==> src/rtl/sctc_pkg.sv <==
// package: register map, field positions and shared types of the timer
package sctc_pkg;
	// ----------------------------------------------------------------
	// register byte offsets
	// ----------------------------------------------------------------
	localparam logic [7:0] OFS_CONTROL   = 8'h00;
	localparam logic [7:0] OFS_IRQ_EN    = 8'h0c;
	localparam logic [7:0] OFS_STATUS    = 8'h10;
	localparam logic [7:0] OFS_EVENT     = 8'h14;
	localparam logic [7:0] OFS_CHAN_MODE = 8'h18;
	localparam logic [7:0] OFS_COUNT     = 8'h24;
	localparam logic [7:0] OFS_PRESCALE  = 8'h28;
	localparam logic [7:0] OFS_RELOAD    = 8'h2c;
	localparam logic [7:0] OFS_COMPARE   = 8'h34;
	localparam logic [7:0] OFS_IRQ_MASK  = 8'h40;

	// ----------------------------------------------------------------
	// field positions
	// ----------------------------------------------------------------
	localparam int CR_ENABLE     = 0;
	localparam int CR_UPD_OFF    = 1;
	localparam int CR_UPD_SRC    = 2;
	localparam int CR_ONE_SHOT   = 3;
	localparam int CR_RELOAD_BUF = 7;
	localparam int CR_DIV        = 8;
	localparam int IE_UPD  = 0;
	localparam int IE_CHAN = 1;
	localparam int SR_UPD  = 0;
	localparam int SR_CHAN = 1;
	localparam int SR_OVR  = 9;
	localparam int EG_UPD  = 0;
	localparam int EG_CHAN = 1;
	localparam int CM_PRE  = 3;

	// ----------------------------------------------------------------
	// reset values and codes
	// ----------------------------------------------------------------
	localparam logic [15:0] RST_ZERO    = 16'h0000;
	localparam logic [15:0] RST_RELOAD  = 16'hffff;
	localparam logic [1:0]  DIR_OUTPUT  = 2'h0;
	localparam logic [1:0]  DIR_INPUT   = 2'h1;
	localparam logic [15:0] CR_WMASK    = 16'h038f;
	localparam logic [15:0] IE_WMASK    = 16'h0003;
	localparam logic [15:0] SR_MASK     = 16'h0203;
	localparam logic [15:0] CM_WMASK    = 16'h000f;
	localparam logic [1:0]  AXI_OKAY    = 2'h0;
	localparam logic [1:0]  AXI_SLVERR  = 2'h2;

	typedef struct packed {
		logic [15:0] data;
		logic [1:0]  resp;
	} sctc_rd_t;
endpackage

==> src/rtl/sctc_timer.sv <==
// single channel timer control block with an AXI4-Lite register slave
//
// Chosen here: register access over AXI4-Lite.
`timescale 1ns/100ps
// What this block does
// RQ1: filter sample enable every 1, 2 or 4 clocks per division code.
// RQ2: reload limit applies at once, or at update events when buffered.
// RQ3: single pulse clears counter enable on an update event.
// RQ4: update source select leaves only overflow as an update cause.
// RQ5: update events load reload, prescaler and compare shadows.
// RQ6: with updates disabled no event; update request still resets counters.
// RQ7: counter advances only while counter enable is set.
// RQ8: interrupt forwarded only when matching enable bit is set.
// RQ9: overcapture set on capture while channel flag set; write zero clears.
// RQ10: output mode flag at compare match, or at overflow if beyond limit.
// RQ11: input capture sets channel flag; reading capture value clears it.
// RQ12: update flag on enabled overflow or enabled software update.
// RQ13: channel event request sets flag, self-clears.
// RQ14: software input event captures counter, sets flag, and overcapture if flag already set.
// RQ15: update request clears counter and prescaler, updates registers.
// RQ16: software writes 16 or 32 bits only; reads any width.
// RQ17: direction code 00 output compare, 01 input capture.
// RQ18: counter wraps to zero at reload limit, marking overflow.
module sctc_timer
	import sctc_pkg::*;
#(
	parameter int COUNT_W = 16
) (
	input  wire logic              aclk,
	input  wire logic              aresetn,
	input  wire logic [7:0]        s_axi_awaddr,
	input  wire logic              s_axi_awvalid,
	output logic                   s_axi_awready,
	input  wire logic [31:0]       s_axi_wdata,
	input  wire logic [3:0]        s_axi_wstrb,
	input  wire logic              s_axi_wvalid,
	output logic                   s_axi_wready,
	output logic [1:0]             s_axi_bresp,
	output logic                   s_axi_bvalid,
	input  wire logic              s_axi_bready,
	input  wire logic [7:0]        s_axi_araddr,
	input  wire logic              s_axi_arvalid,
	output logic                   s_axi_arready,
	output logic [31:0]            s_axi_rdata,
	output logic [1:0]             s_axi_rresp,
	output logic                   s_axi_rvalid,
	input  wire logic              s_axi_rready,
	input  wire logic              capture_in,
	output logic                   filter_sample_clock,
	output logic                   irq
);
	// the register map holds a 16-bit count, so no other width is served
	if (COUNT_W != 16) begin : g_width_check
		$error("sctc_timer: COUNT_W must be 16");
	end

	// ----------------------------------------------------------------
	// registers
	// ----------------------------------------------------------------
	logic [15:0] ctrl_q, ie_q, sr_q, cm_q, mask_q;
	logic [15:0] count_value_q, prescale_count_q;
	logic [15:0] prescale_pre_q, prescale_act_q;
	logic [15:0] limit_pre_q, limit_act_q;
	logic [15:0] ccr_pre_q, ccr_act_q;
	logic [1:0]  div_count_q;
	logic        sample_pulse_q;
	logic [2:0]  cap_sync_q;
	logic        cap_prev_q;
	logic        cap_evt;
	logic        awready_q, wready_q, arready_q;

	// ----------------------------------------------------------------
	// AXI4-Lite write channel
	// ----------------------------------------------------------------
	logic       aw_held_q, w_held_q;
	logic [7:0] aw_addr_q;
	logic [31:0] w_data_q;
	logic [3:0] w_strb_q;
	logic       bvalid_q;
	logic [1:0] bresp_q;

	wire aw_take = s_axi_awvalid && !aw_held_q && !bvalid_q;
	wire w_take  = s_axi_wvalid && !w_held_q && !bvalid_q;
	wire wr_fire = aw_held_q && w_held_q && !bvalid_q;
	wire [7:0] wa = {aw_addr_q[7:2], 2'b00};
	// only lower half-word or full-word writes land
	wire wr_size_ok = (w_strb_q == 4'hf) || (w_strb_q == 4'h3) ||
		(w_strb_q == 4'hc); // RQ16
	wire wr_lo = w_strb_q[1:0] == 2'h3;
	wire wr_ok = wr_fire && wr_size_ok && wr_lo;
	wire [15:0] wd = w_data_q[15:0];
	wire wr_known = (wa == OFS_CONTROL) || (wa == OFS_IRQ_EN) ||
		(wa == OFS_STATUS) || (wa == OFS_EVENT) ||
		(wa == OFS_CHAN_MODE) || (wa == OFS_COUNT) ||
		(wa == OFS_PRESCALE) || (wa == OFS_RELOAD) ||
		(wa == OFS_COMPARE) || (wa == OFS_IRQ_MASK);
	wire wr_ctrl  = wr_ok && wa == OFS_CONTROL;
	wire wr_ie    = wr_ok && wa == OFS_IRQ_EN;
	wire wr_sr    = wr_ok && wa == OFS_STATUS;
	wire wr_eg    = wr_ok && wa == OFS_EVENT;
	wire wr_cm    = wr_ok && wa == OFS_CHAN_MODE;
	wire wr_count    = wr_ok && wa == OFS_COUNT;
	wire wr_prescale = wr_ok && wa == OFS_PRESCALE;
	wire wr_limit    = wr_ok && wa == OFS_RELOAD;
	wire wr_ccr   = wr_ok && wa == OFS_COMPARE;
	wire wr_mask  = wr_ok && wa == OFS_IRQ_MASK;

	always_ff @(posedge aclk) begin
		if (!aresetn) begin
			aw_held_q <= 1'b0;
			w_held_q  <= 1'b0;
			aw_addr_q <= 8'h00;
			w_data_q  <= 32'h0000_0000;
			w_strb_q  <= 4'h0;
			bvalid_q  <= 1'b0;
			bresp_q   <= AXI_OKAY;
		end else begin
			if (aw_take) begin
				aw_held_q <= 1'b1;
				aw_addr_q <= s_axi_awaddr;
			end
			if (w_take) begin
				w_held_q <= 1'b1;
				w_data_q <= s_axi_wdata;
				w_strb_q <= s_axi_wstrb;
			end
			if (wr_fire) begin
				aw_held_q <= 1'b0;
				w_held_q  <= 1'b0;
				bvalid_q  <= 1'b1;
				bresp_q   <= wr_known ? AXI_OKAY : AXI_SLVERR;
			end else if (bvalid_q && s_axi_bready) begin
				bvalid_q <= 1'b0;
			end
		end
	end
	// readies are registered copies of the next holding state
	wire aw_held_d = !wr_fire && (aw_held_q || aw_take);
	wire w_held_d  = !wr_fire && (w_held_q || w_take);
	wire bvalid_d  = wr_fire || (bvalid_q && !s_axi_bready);

	always_ff @(posedge aclk) begin
		if (!aresetn) begin
			awready_q <= 1'b1;
			wready_q  <= 1'b1;
		end else begin
			awready_q <= !aw_held_d && !bvalid_d;
			wready_q  <= !w_held_d && !bvalid_d;
		end
	end
	assign s_axi_awready = awready_q;
	assign s_axi_wready  = wready_q;
	assign s_axi_bvalid  = bvalid_q;
	assign s_axi_bresp   = bresp_q;

	// ----------------------------------------------------------------
	// control decode
	// ----------------------------------------------------------------
	wire       counter_enable        = ctrl_q[CR_ENABLE];
	wire       update_disable        = ctrl_q[CR_UPD_OFF];
	wire       update_source_select  = ctrl_q[CR_UPD_SRC];
	wire       single_pulse          = ctrl_q[CR_ONE_SHOT];
	wire       reload_buffer_enable  = ctrl_q[CR_RELOAD_BUF];
	wire [1:0] filter_clock_division = ctrl_q[CR_DIV +: 2];
	wire [1:0] dir                   = cm_q[1:0];
	wire       ccr_buf               = cm_q[CM_PRE];
	wire       is_out                = dir == DIR_OUTPUT; // RQ17
	wire       is_in                 = dir == DIR_INPUT; // RQ17
	wire       update_request        = wr_eg && wd[EG_UPD]; // RQ15
	wire       cg_req                = wr_eg && wd[EG_CHAN]; // RQ13

	// ----------------------------------------------------------------
	// prescaler and counter
	// ----------------------------------------------------------------
	wire prescale_tick = counter_enable &&
		(prescale_count_q == prescale_act_q); // RQ7
	wire overflow = prescale_tick &&
		(count_value_q >= limit_act_q); // RQ18
	// overflow is an update cause under both source settings
	wire upd_cause = overflow ||
		(update_request && !update_source_select); // RQ4
	wire update_event = upd_cause && !update_disable; // RQ6
	wire shadow_load = update_event; // RQ5
	wire [15:0] count_next = overflow ? RST_ZERO :
		count_value_q + 16'h0001; // RQ18

	always_ff @(posedge aclk) begin
		if (!aresetn) begin
			count_value_q    <= RST_ZERO;
			prescale_count_q <= RST_ZERO;
		end else if (update_request) begin
			// software update restarts counting even while disabled
			count_value_q    <= RST_ZERO; // RQ15
			prescale_count_q <= RST_ZERO; // RQ6
		end else if (wr_count) begin
			count_value_q <= wd;
		end else if (counter_enable) begin
			prescale_count_q <= prescale_tick ? RST_ZERO :
				prescale_count_q + 16'h0001;
			if (prescale_tick)
				count_value_q <= count_next; // RQ7
		end
	end

	// ----------------------------------------------------------------
	// preload and shadow registers
	// ----------------------------------------------------------------
	always_ff @(posedge aclk) begin
		if (!aresetn) begin
			limit_pre_q    <= RST_RELOAD;
			limit_act_q    <= RST_RELOAD;
			prescale_pre_q <= RST_ZERO;
			prescale_act_q <= RST_ZERO;
			ccr_pre_q      <= RST_ZERO;
			ccr_act_q      <= RST_ZERO;
		end else begin
			if (wr_limit)
				limit_pre_q <= wd;
			if (wr_prescale)
				prescale_pre_q <= wd;
			if (wr_ccr && is_out)
				ccr_pre_q <= wd;
			if (wr_limit && !reload_buffer_enable)
				limit_act_q <= wd; // RQ2
			else if (shadow_load && reload_buffer_enable)
				limit_act_q <= limit_pre_q; // RQ2
			if (shadow_load)
				prescale_act_q <= prescale_pre_q; // RQ5
			if (cap_evt)
				ccr_act_q <= count_value_q; // RQ14
			else if (wr_ccr && is_out && !ccr_buf)
				ccr_act_q <= wd;
			else if (shadow_load && is_out && ccr_buf)
				ccr_act_q <= ccr_pre_q; // RQ5
		end
	end

	// ----------------------------------------------------------------
	// filter sample clock and capture input
	// ----------------------------------------------------------------
	wire [1:0] div_last = (filter_clock_division == 2'h0) ? 2'h0 :
		(filter_clock_division == 2'h1) ? 2'h1 : 2'h3; // RQ1
	wire sample_tick = (div_count_q >= div_last); // RQ1
	wire edge_ok = cap_sync_q[2] == cap_sync_q[1];
	wire pin_rise = edge_ok && cap_sync_q[2] && !cap_prev_q;
	wire hw_cap = is_in && pin_rise;
	assign cap_evt = is_in && (hw_cap || cg_req); // RQ14
	wire cmp_hit = is_out && prescale_tick && (
		(count_value_q == ccr_act_q) ||
		(overflow && ccr_act_q > limit_act_q)); // RQ10

	always_ff @(posedge aclk) begin
		if (!aresetn) begin
			div_count_q    <= 2'h0;
			sample_pulse_q <= 1'b0;
			cap_sync_q     <= 3'h0;
			cap_prev_q     <= 1'b0;
		end else begin
			div_count_q    <= sample_tick ? 2'h0 : div_count_q + 2'h1;
			sample_pulse_q <= sample_tick; // RQ1
			cap_sync_q     <= {cap_sync_q[1:0], capture_in};
			if (edge_ok)
				cap_prev_q <= cap_sync_q[2];
		end
	end
	assign filter_sample_clock = sample_pulse_q;

	// ----------------------------------------------------------------
	// read side
	// ----------------------------------------------------------------
	logic       rvalid_q;
	sctc_rd_t   rd_q;
	wire [7:0]  ra = {s_axi_araddr[7:2], 2'b00};
	wire        ar_take = s_axi_arvalid && !rvalid_q;
	wire        rd_ccr = ar_take && ra == OFS_COMPARE && is_in; // RQ11
	sctc_rd_t   rd_d;
	assign rd_d.resp =
		(ra == OFS_CONTROL || ra == OFS_IRQ_EN || ra == OFS_STATUS ||
		ra == OFS_EVENT || ra == OFS_CHAN_MODE || ra == OFS_COUNT ||
		ra == OFS_PRESCALE || ra == OFS_RELOAD || ra == OFS_COMPARE ||
		ra == OFS_IRQ_MASK) ? AXI_OKAY : AXI_SLVERR;
	assign rd_d.data =
		(ra == OFS_CONTROL)   ? ctrl_q :
		(ra == OFS_IRQ_EN)    ? ie_q :
		(ra == OFS_STATUS)    ? sr_q :
		(ra == OFS_CHAN_MODE) ? cm_q :
		(ra == OFS_COUNT)     ? count_value_q :
		(ra == OFS_PRESCALE)  ? prescale_pre_q :
		(ra == OFS_RELOAD)    ? (reload_buffer_enable ? limit_pre_q :
			limit_act_q) :
		(ra == OFS_COMPARE)   ? (is_out && ccr_buf ? ccr_pre_q :
			ccr_act_q) :
		(ra == OFS_IRQ_MASK)  ? mask_q : RST_ZERO;

	always_ff @(posedge aclk) begin
		if (!aresetn) begin
			rvalid_q <= 1'b0;
			rd_q     <= '0;
		end else if (ar_take) begin
			rvalid_q <= 1'b1;
			rd_q     <= rd_d;
		end else if (s_axi_rready) begin
			rvalid_q <= 1'b0;
		end
	end
	// arready is the registered copy of the next idle read state
	always_ff @(posedge aclk) begin
		if (!aresetn)
			arready_q <= 1'b1;
		else
			arready_q <= !(ar_take || (rvalid_q && !s_axi_rready));
	end
	assign s_axi_arready = arready_q;
	assign s_axi_rvalid  = rvalid_q;
	assign s_axi_rdata   = {16'h0000, rd_q.data};
	assign s_axi_rresp   = rd_q.resp;

	// ----------------------------------------------------------------
	// control, status and interrupt
	// ----------------------------------------------------------------
	wire set_upd  = update_event; // RQ12
	wire set_chan = cap_evt || cmp_hit || (cg_req && is_out); // RQ13
	wire set_ovr  = cap_evt && sr_q[SR_CHAN]; // RQ9
	// write-zero clear; a set in the same cycle wins
	wire [15:0] keep = wr_sr ? (wd & SR_MASK) : SR_MASK;
	wire clr_chan = !keep[SR_CHAN] || rd_ccr; // RQ11
	logic [15:0] sr_d;
	always_comb begin
		sr_d = sr_q;
		sr_d[SR_UPD]  = set_upd  || (sr_q[SR_UPD] && keep[SR_UPD]);
		sr_d[SR_CHAN] = set_chan || (sr_q[SR_CHAN] && !clr_chan);
		sr_d[SR_OVR]  = set_ovr  || (sr_q[SR_OVR] && keep[SR_OVR]); // RQ9
	end
	wire irq_d = |(sr_q & ie_q & mask_q); // RQ8

	always_ff @(posedge aclk) begin
		if (!aresetn) begin
			ctrl_q <= RST_ZERO;
			ie_q   <= RST_ZERO;
			sr_q   <= RST_ZERO;
			cm_q   <= RST_ZERO;
			mask_q <= SR_MASK;
			irq    <= 1'b0;
		end else begin
			if (wr_ctrl)
				ctrl_q <= wd & CR_WMASK;
			else if (update_event && single_pulse)
				ctrl_q[CR_ENABLE] <= 1'b0; // RQ3
			if (wr_ie)
				ie_q <= wd & IE_WMASK;
			if (wr_cm)
				cm_q <= wd & CM_WMASK;
			if (wr_mask)
				mask_q <= wd & SR_MASK;
			sr_q <= sr_d;
			irq  <= irq_d;
		end
	end
endmodule

==> config.mk <==
export PLATFORM = sky130hd
export DESIGN_NAME = sctc_timer
export DESIGN_NICKNAME = d
export VERILOG_FILES = /design/src/rtl/sctc_pkg.sv /design/src/rtl/sctc_timer.sv
export SDC_FILE = /design/constraint.sdc
export NUM_CORES = 1
export LEC_CHECK = 0
export BUFFER_PORTS_ARGS = -buffer_cell sky130_fd_sc_hd__buf_2
export CORE_MARGIN = 4
export CORE_UTILIZATION = 63
export CTS_BUF_LIST = sky130_fd_sc_hd__clkbuf_4 sky130_fd_sc_hd__clkbuf_8 sky130_fd_sc_hd__clkbuf_16
export CTS_CLUSTER_DIAMETER = 120
export DETAILED_ROUTE_END_ITERATION = 12
export GPL_TIMING_DRIVEN = 0
export PLACE_DENSITY = 0.89
export SLEW_MARGIN = 15
export SYNTH_ARGS = -nofsm -noshare
export SYNTH_HDL_FRONTEND = slang
export SYNTH_SLANG_ARGS = --single-unit
==> constraint.sdc <==
create_clock -name aclk -period 8.2 [get_ports aclk]
set_input_delay 0.82 -clock aclk [delete_from_list [all_inputs] [get_ports aclk]]
set_output_delay 0.82 -clock aclk [all_outputs]
set_load 0.01 [all_outputs]
After elaboration in Yosys (flattened, before gate mapping)
Cells that the tools add are included.
Widths: inputs -> output; s select.
{"block": "totals", "out_inout_bits": 43, "inputBits": 60, "ff_bits": 210, "word_cells": 223}
{"block": "classes", "n_eq_ne": 27, "n_reduce_logical": 122, "magnitude_cmp": 3, "addsub": 3, "mux": 32, "bitwise": 4}
{"cell": "$mux 16", "count": 20}
{"cell": "$logic_and 1x1->1", "count": 54}
{"cell": "$eq 6x4->1 const B", "count": 8}
{"cell": "$eq 6x3->1 const B", "count": 6}
{"cell": "$logic_or 1x1->1", "count": 33}
{"cell": "$add 16x1->16 const B", "count": 2}
{"cell": "$eq 16x16->1", "count": 2}
{"cell": "$mux 10", "count": 2}
{"cell": "$logic_not 1->1", "count": 18}
{"cell": "$ge 16x16->1", "count": 1}
{"cell": "$gt 16x16->1", "count": 1}
{"cell": "$logic_not 8->1", "count": 2}
{"cell": "$reduce_or 16->1", "count": 1}
{"cell": "$eq 6x2->1 const B", "count": 2}
{"cell": "$eq 6x5->1 const B", "count": 2}
{"cell": "$reduce_bool 2->1", "count": 6}
{"cell": "$and 10x10->10", "count": 1}
{"cell": "$and 10x2->10", "count": 1}
{"cell": "$eq 4x4->1 const B", "count": 2}
{"cell": "$mux 2", "count": 4}
{"cell": "$mux 1", "count": 6}
{"cell": "$reduce_or 2->1", "count": 3}
{"cell": "$eq 2x1->1 const B", "count": 2}
{"cell": "$eq 4x2->1 const B", "count": 1}
{"cell": "other kinds (8)", "count": 11}

Longest topological paths before layout
{"block": "logic_depth", "depth_word": 15, "mapped_depth": 12, "ltp_nobuf": 9}

Worst setup path before layout
Ideal clock, no wire load.
{"block": "synth_path", "path_type": "reg-to-reg", "from": "register count_value_q[0]", "to": "register ccr_act_q[10]", "setup_ps": 72, "arrival_ps": 2544, "n_path_buf": 3, "path_stages_with_launch": 13, "path_slack_ps": 5585, "t_required_ps": 8128, "synth_period_minus_slack_ps": 2615, "path_cell_list": "dfxtp_1 -> clkbuf_1 -> inv_1 -> ha_1 -> nand2b_1 -> a211oi_1 -> o211ai_1 -> a21oi_1 -> o21a_1 -> o31a_1 -> buf_6 -> buf_6 -> mux2i_1"}
{"block": "synth_via", "elab_chain_len": 7}
{"item": "from (decl)", "line": "sctc_timer.sv:61", "source": "logic [15:0] count_value_q, prescale_count_q;"}
{"item": "from (signal assigned)", "line": "sctc_timer.sv:196", "source": "count_value_q <= wd;"}
{"item": "from (signal assigned)", "line": "sctc_timer.sv:201", "source": "count_value_q <= count_next;"}
{"item": "$ge 16x16->1", "line": "sctc_timer.sv:178", "source": "(count_value_q >= limit_act_q);"}
{"item": "$logic_and 1x1->1", "line": "sctc_timer.sv:177", "source": "wire overflow = prescale_tick &&"}
{"item": "$logic_or 1x1->1", "line": "sctc_timer.sv:180", "source": "wire upd_cause = overflow ||"}
{"item": "$logic_and 1x1->1", "line": "sctc_timer.sv:182", "source": "wire update_event = upd_cause && !update_disable;"}
{"item": "$logic_and 1x1->1 (2 in a row)", "line": "sctc_timer.sv:233", "source": "else if (shadow_load && is_out && ccr_buf)"}
{"item": "$reduce_bool 3->1 (no line)"}
{"item": "to (signal assigned)", "line": "sctc_timer.sv:230", "source": "ccr_act_q <= count_value_q;"}
{"item": "to (signal assigned)", "line": "sctc_timer.sv:232", "source": "ccr_act_q <= wd;"}
{"item": "to (signal assigned)", "line": "sctc_timer.sv:234", "source": "ccr_act_q <= ccr_pre_q;"}
{"item": "to (decl)", "line": "sctc_timer.sv:64", "source": "logic [15:0] ccr_pre_q, ccr_act_q;"}
Every way passes these cells.
A chain may end at the register's enable or synchronous reset.

Worst setup path in the final report
{"block": "layout_path", "from": "register count_value_q[0]", "to": "register ccr_act_q[11]"}
The elaborated chain is that of the path after synthesis.

==> impl_summary.md <==
Run status
The run finished with clean final reports.

Worst setup path
STA puts the critical path data required time at 8.63 ns. The largest fanout of any net on the critical path is 10. The sort of element at the start of the critical path is a flop. Counting cells, the worst reg-to-reg path comes to 12.

The critical path goes through clkbuf_1 -> inv_1 -> ha_1 -> nand2b_1 -> a211oi_1 -> o211ai_1 -> a21oi_1 -> o21a_1 -> o31a_1 -> buf_6 -> buf_6 -> mux2i_1. The slowest stage of the critical path belongs to the cell sky130_fd_sc_hd__a21oi_1. The dominant cell type by count on the critical path is sky130_fd_sc_hd__buf_6.

The worst register-to-register path ends at ccr_act_q[11]$_SDFFE_PN0P_. On the worst path, the slowest cell contributes a delay of between 0.7 and 0.8 ns. The startpoint of the worst-slack reg-to-reg timing path is count_value_q[0]$_SDFFE_PP0P_. The classification of the worst setup path is flop to flop. The endpoint class of the critical path is a flop. The critical path launch point is count_value_q[0]$_SDFFE_PP0P_. Setup slack on the worst reg-to-reg path comes out at 4.53 ns. The signal arrival time at the worst endpoint is 4.11 ns.

Drt
The via total after detailed routing is roughly 11000. The detail route stage leaves a number of antenna-violating nets equal to 0. The number of remaining DRC errors is 0. After the first detailed-routing iteration, the DRC count stood at about 1400. Before antenna repair, the detailed router went through 6 iterations. The routed wire length per instance is 20.8 um. In the routed layout, each cell is associated on average with a via count of 6.35. Summed over all layers, the routed wires come to 35.6 mm.

Floorplan
The floorplan step defined a die boundary enclosing 0.0201 mm2. The initial cell density of the core is 64.9%. The core region is 0.0174 mm2. The die extent in y is around 140 um. The floorplan has 48 rows. Measured along the x axis, the die boundary spans 142 um. For this design the top-level I/O count stands at 103.

Yosys
The number of synthesized register bits is 206. After synthesis, the netlist uses 72 different library cells. The Yosys step of the flow raised 0 warnings. The number of flops mapped to enable cells by yosys is 0. Of all cell types, the one taking the most synthesized area is sky130_fd_sc_hd__dfxtp_1. The fraction of synthesis flops using an asynchronous set or reset pin is 0%. Of the post-synthesis cell area, the dominant cell type holds 36.5%. The mean cell area of the mapped netlist is just over 8 um2.

The most used flip-flop cell after synthesis is sky130_fd_sc_hd__dfxtp_1. The sequential fraction of the synthesis area is roughly 37%. After technology mapping, the gate count stands at about 1400. The netlist area before placement is 0.0113 mm2. Yosys attributes the largest share of cell area to sky130_fd_sc_hd__dfxtp_1 (37%), sky130_fd_sc_hd__mux2i_1 (9.8%), sky130_fd_sc_hd__nand2_1 (8.3%).

GRT
The global route total overflow is 0. The largest net degree at the start of global routing is 13. Global routing consumed, on the met2 layer, 53.9% of the routing resources. The total global-route track usage is 34.7%. The first global-routing pass estimated 55.5 mm of wire. The number of antenna violations at the first check in global routing is 0. For met1 alone, demand over resource in global routing was between 40 and 50%.

Global routing used 8.80% of the available met3 tracks. The number of global-route vias before repair is a little over 10000. The busiest layer in global routing is met2.

Cells and area
The count of nets after finishing is 1571. The filler cells instantiated in the layout total 1335. 0 antenna diodes ended up in the layout. The multi-input logic area is 0.00657 mm2.

The share of cells above drive strength 1 is under 10%. The area taken by flip-flops and latches is 0.00412 mm2. Relative to the synthesized area, the layout overhead comes to 12.0%.

Timing
For the finished layout, the period the worst path requires is roughly 3.7 ns. The fmax is between 200 and 300 MHz. The slew of the pin with the lowest slew margin is about 1.1 ns. The final max-slew violation count is 0. For the final database, setup skew stands at 0.00798 ns. After routing, the total negative slack on setup checks comes to 0 ns.

The final setup violation count is 0. The final worst-path setup slack is 4.53 ns. The worst hold margin is approximately 0.46 ns.

The number of hold-slack violations in the final timing report is 0. Setup repair after global routing left no endpoint under its margin. The final cycle utilization of the critical path is between 40% and 50%. In this run the tightest slew margin relative to its limit is between 20 and 25%.

Pwr
The analysis attributes to cell leakage a power of 0.00568 uW. The cell-internal power is 1640 uW. Dividing total power by cell area gives a power density of 170 mW/mm2. In this run, the clock network consumes 45.1% of the power. The switching share of total power is 23.6%. In this run the power spent charging and discharging nets is 508 uW. The sequential cell fraction of total power is 48.4%.

The maximum resistive drop on vdd is 0.000160 V. Combinational logic is responsible for 6.5% of the overall power.

Clocking
The CTS tree is done. In this run the number of H-tree levels came out at 1. The root buffer cell is sky130_fd_sc_hd__clkbuf_16. The later-pin clock latency in the skew report is 0.50 ns. The maximum clock insertion buffer count is 3. The clock sink count is 206. The number of resized instances in the post-cts repair step is 0. Post-CTS timing repair inserted 0 buffers for setup. Clock-pin slew was measured on the worst setup and hold paths at 0.06 ns.

TritonCTS created 22 clock buffers. After clock tree synthesis, the flow added hold-fix buffers numbering 0.

Worst hold path
The launch point of the worst hold path is div_count_q[0]$_SDFF_PP0_. The number of cells traversed by the worst hold path is 1. The capture endpoint of the worst hold path is div_count_q[0]$_SDFF_PP0_.

The tightest min-delay check is of the flop to flop type.

Placement
The post-placement setup slack is around 4.7 ns. The number of input and output port buffers inserted is 63. The weighted congestion reported at the end of routability-driven placement is 1.18.

The HPWL after detailed placement is between 20 and 30 mm.

Run
The tool flagged a number of max-cap violations equal to 0.
sequential cells by signal, summed over array words and instances (netlist names), 3 cells and up:
register,cells
prescale_pre_q,16
cm_q,4
limit_act_q,16
count_value_q,16
sr_q,3
aw_addr_q,6
s_axi_rdata,16
ctrl_q,7
cap_sync_q,3
prescale_count_q,16
ccr_act_q,16
limit_pre_q,16
w_strb_q,4
prescale_act_q,16
mask_q,3
ccr_pre_q,16
w_data_q,16
kinds of logic (layout without fill, tap and decap cells):
logic type	Yosys count	after routing	share of synthesized area, %
xor gates and xnor gates	60	60	4.65
adders and majority gates	37	37	4.10
DFF	206	206	36.5
and+or+nand+nor	513	513	21.4
other	1	18	0.0332
AOI/OAI and AO/OA	289	289	17.6
muxes	111	111	9.84
buffers and inverters	153	251	5.89
power groups by stage:
stage                     clock network, uW  registers, uW  logic, uW
final                                   968           1040        140
after global routing                   1010           1040        151
after CTS                               967           1040        137
after detailed placement                  0           1060        136
after global placement                    0           1060        132
after floorplan                           0           1050       86.0
synth_stat cells, drive strengths merged (3+ instances only):
library cell,count
a221o,4
nor2b,45
and3,10
and4,5
ha,37
nor3b,7
o21a,6
a22o,8
a211oi,3
a221oi,7
a21o,6
o2bb2ai,16
clkbuf,77
nand2,249
o41ai,3
mux2i,111
buf,36
xnor2,17
nand4,14
nor3,13
and2,8
nand4b,4
nor4b,3
nor4,12
nor2,82
o31ai,3
a31o,15
a31oi,3
xor2,43
a21boi,40
a21oi,59
o22ai,10
nand3,32
inv,40
nand2b,12
o211ai,22
dfxtp,206
or4,6
a22oi,19
o21ai,48
or4b,3
through the flow:
step	instances	utilization (%)	cell area, um2	power [uW]
global route	1710	72.7	12700	2200
CTS	1710	72.7	12700	2140
global placement	1675	68.7	12000	1190
detailed placement	1675	68.7	12000	1200
floorplan	1387	-	11400	1140
finish	1710	72.7	12700	2150
worst max-delay path by stage:
| stage | end | slack [ns] |
|---|---|---|
| 2_1_floorplan | ccr_act_q[10]$_SDFFE_PN0P_ | 5.58 |
| 3_3_place_gp | ccr_act_q[12]$_SDFFE_PN0P_ | 4.81 |
| 3_5_place_dp | ccr_act_q[11]$_SDFFE_PN0P_ | 4.75 |
| 4_1_cts | ccr_act_q[11]$_SDFFE_PN0P_ | 4.66 |
| 5_1_grt | ccr_act_q[6]$_SDFFE_PN0P_ | 4.32 |
| 6_report | ccr_act_q[11]$_SDFFE_PN0P_ | 4.53 |
worst max-delay path, delay by kind of cell, from the launching register on:
kind	cells	cell delay (ns)
AOI/OAI and AO/OA	5	1.75
adders and majority gates	1	0.30
DFF	1	0.33
and+or+nand+nor	1	0.14
muxes	1	0.19
buffers and inverters	4	0.87
cell usage in the layout (no fill, tap or decap), types with 14 or more instances in the layout:
cell,netlist,final
sky130_fd_sc_hd__inv_1,40,40
sky130_fd_sc_hd__nor2b_1,45,45
sky130_fd_sc_hd__ha_1,37,37
sky130_fd_sc_hd__nand4_1,14,14
sky130_fd_sc_hd__mux2i_1,111,111
sky130_fd_sc_hd__dfxtp_1,206,206
sky130_fd_sc_hd__clkbuf_16,0,23
sky130_fd_sc_hd__nand3_1,32,32
sky130_fd_sc_hd__o21ai_0,46,46
sky130_fd_sc_hd__buf_4,18,18
sky130_fd_sc_hd__a21boi_0,37,37
sky130_fd_sc_hd__o211ai_1,21,21
sky130_fd_sc_hd__a21oi_1,59,59
sky130_fd_sc_hd__o2bb2ai_1,16,16
sky130_fd_sc_hd__buf_2,7,70
sky130_fd_sc_hd__xor2_1,43,43
sky130_fd_sc_hd__nor2_1,81,81
sky130_fd_sc_hd__nand2_1,249,249
sky130_fd_sc_hd__xnor2_1,17,17
sky130_fd_sc_hd__a22oi_1,19,19
sky130_fd_sc_hd__conb_1,1,18
sky130_fd_sc_hd__a31o_2,15,15
sky130_fd_sc_hd__clkbuf_1,77,77
final cells by class:
| class | count | area share, % |
|---|---|---|
| Clock buffer | 33 | 5.44 |
| Clock inverter | 2 | 0.0791 |
| Multi-Input combinational cell | 1028 | 51.9 |
| Buffer | 113 | 4.07 |
| Tap cell | 225 | 2.22 |
| Sequential cell | 206 | 32.6 |
| Inverter | 40 | 1.19 |
| Timing Repair Buffer | 63 | 2.49 |
per-layer routing:
layer  vias to the layer above  part of all wire (%)
li1                       4969                     -
met1                      4973                    38
met2                       753                    43
met3                       158                    13
met4                         0                   6.0
met5                         -                     0
(Power assumes the default switching activity.)
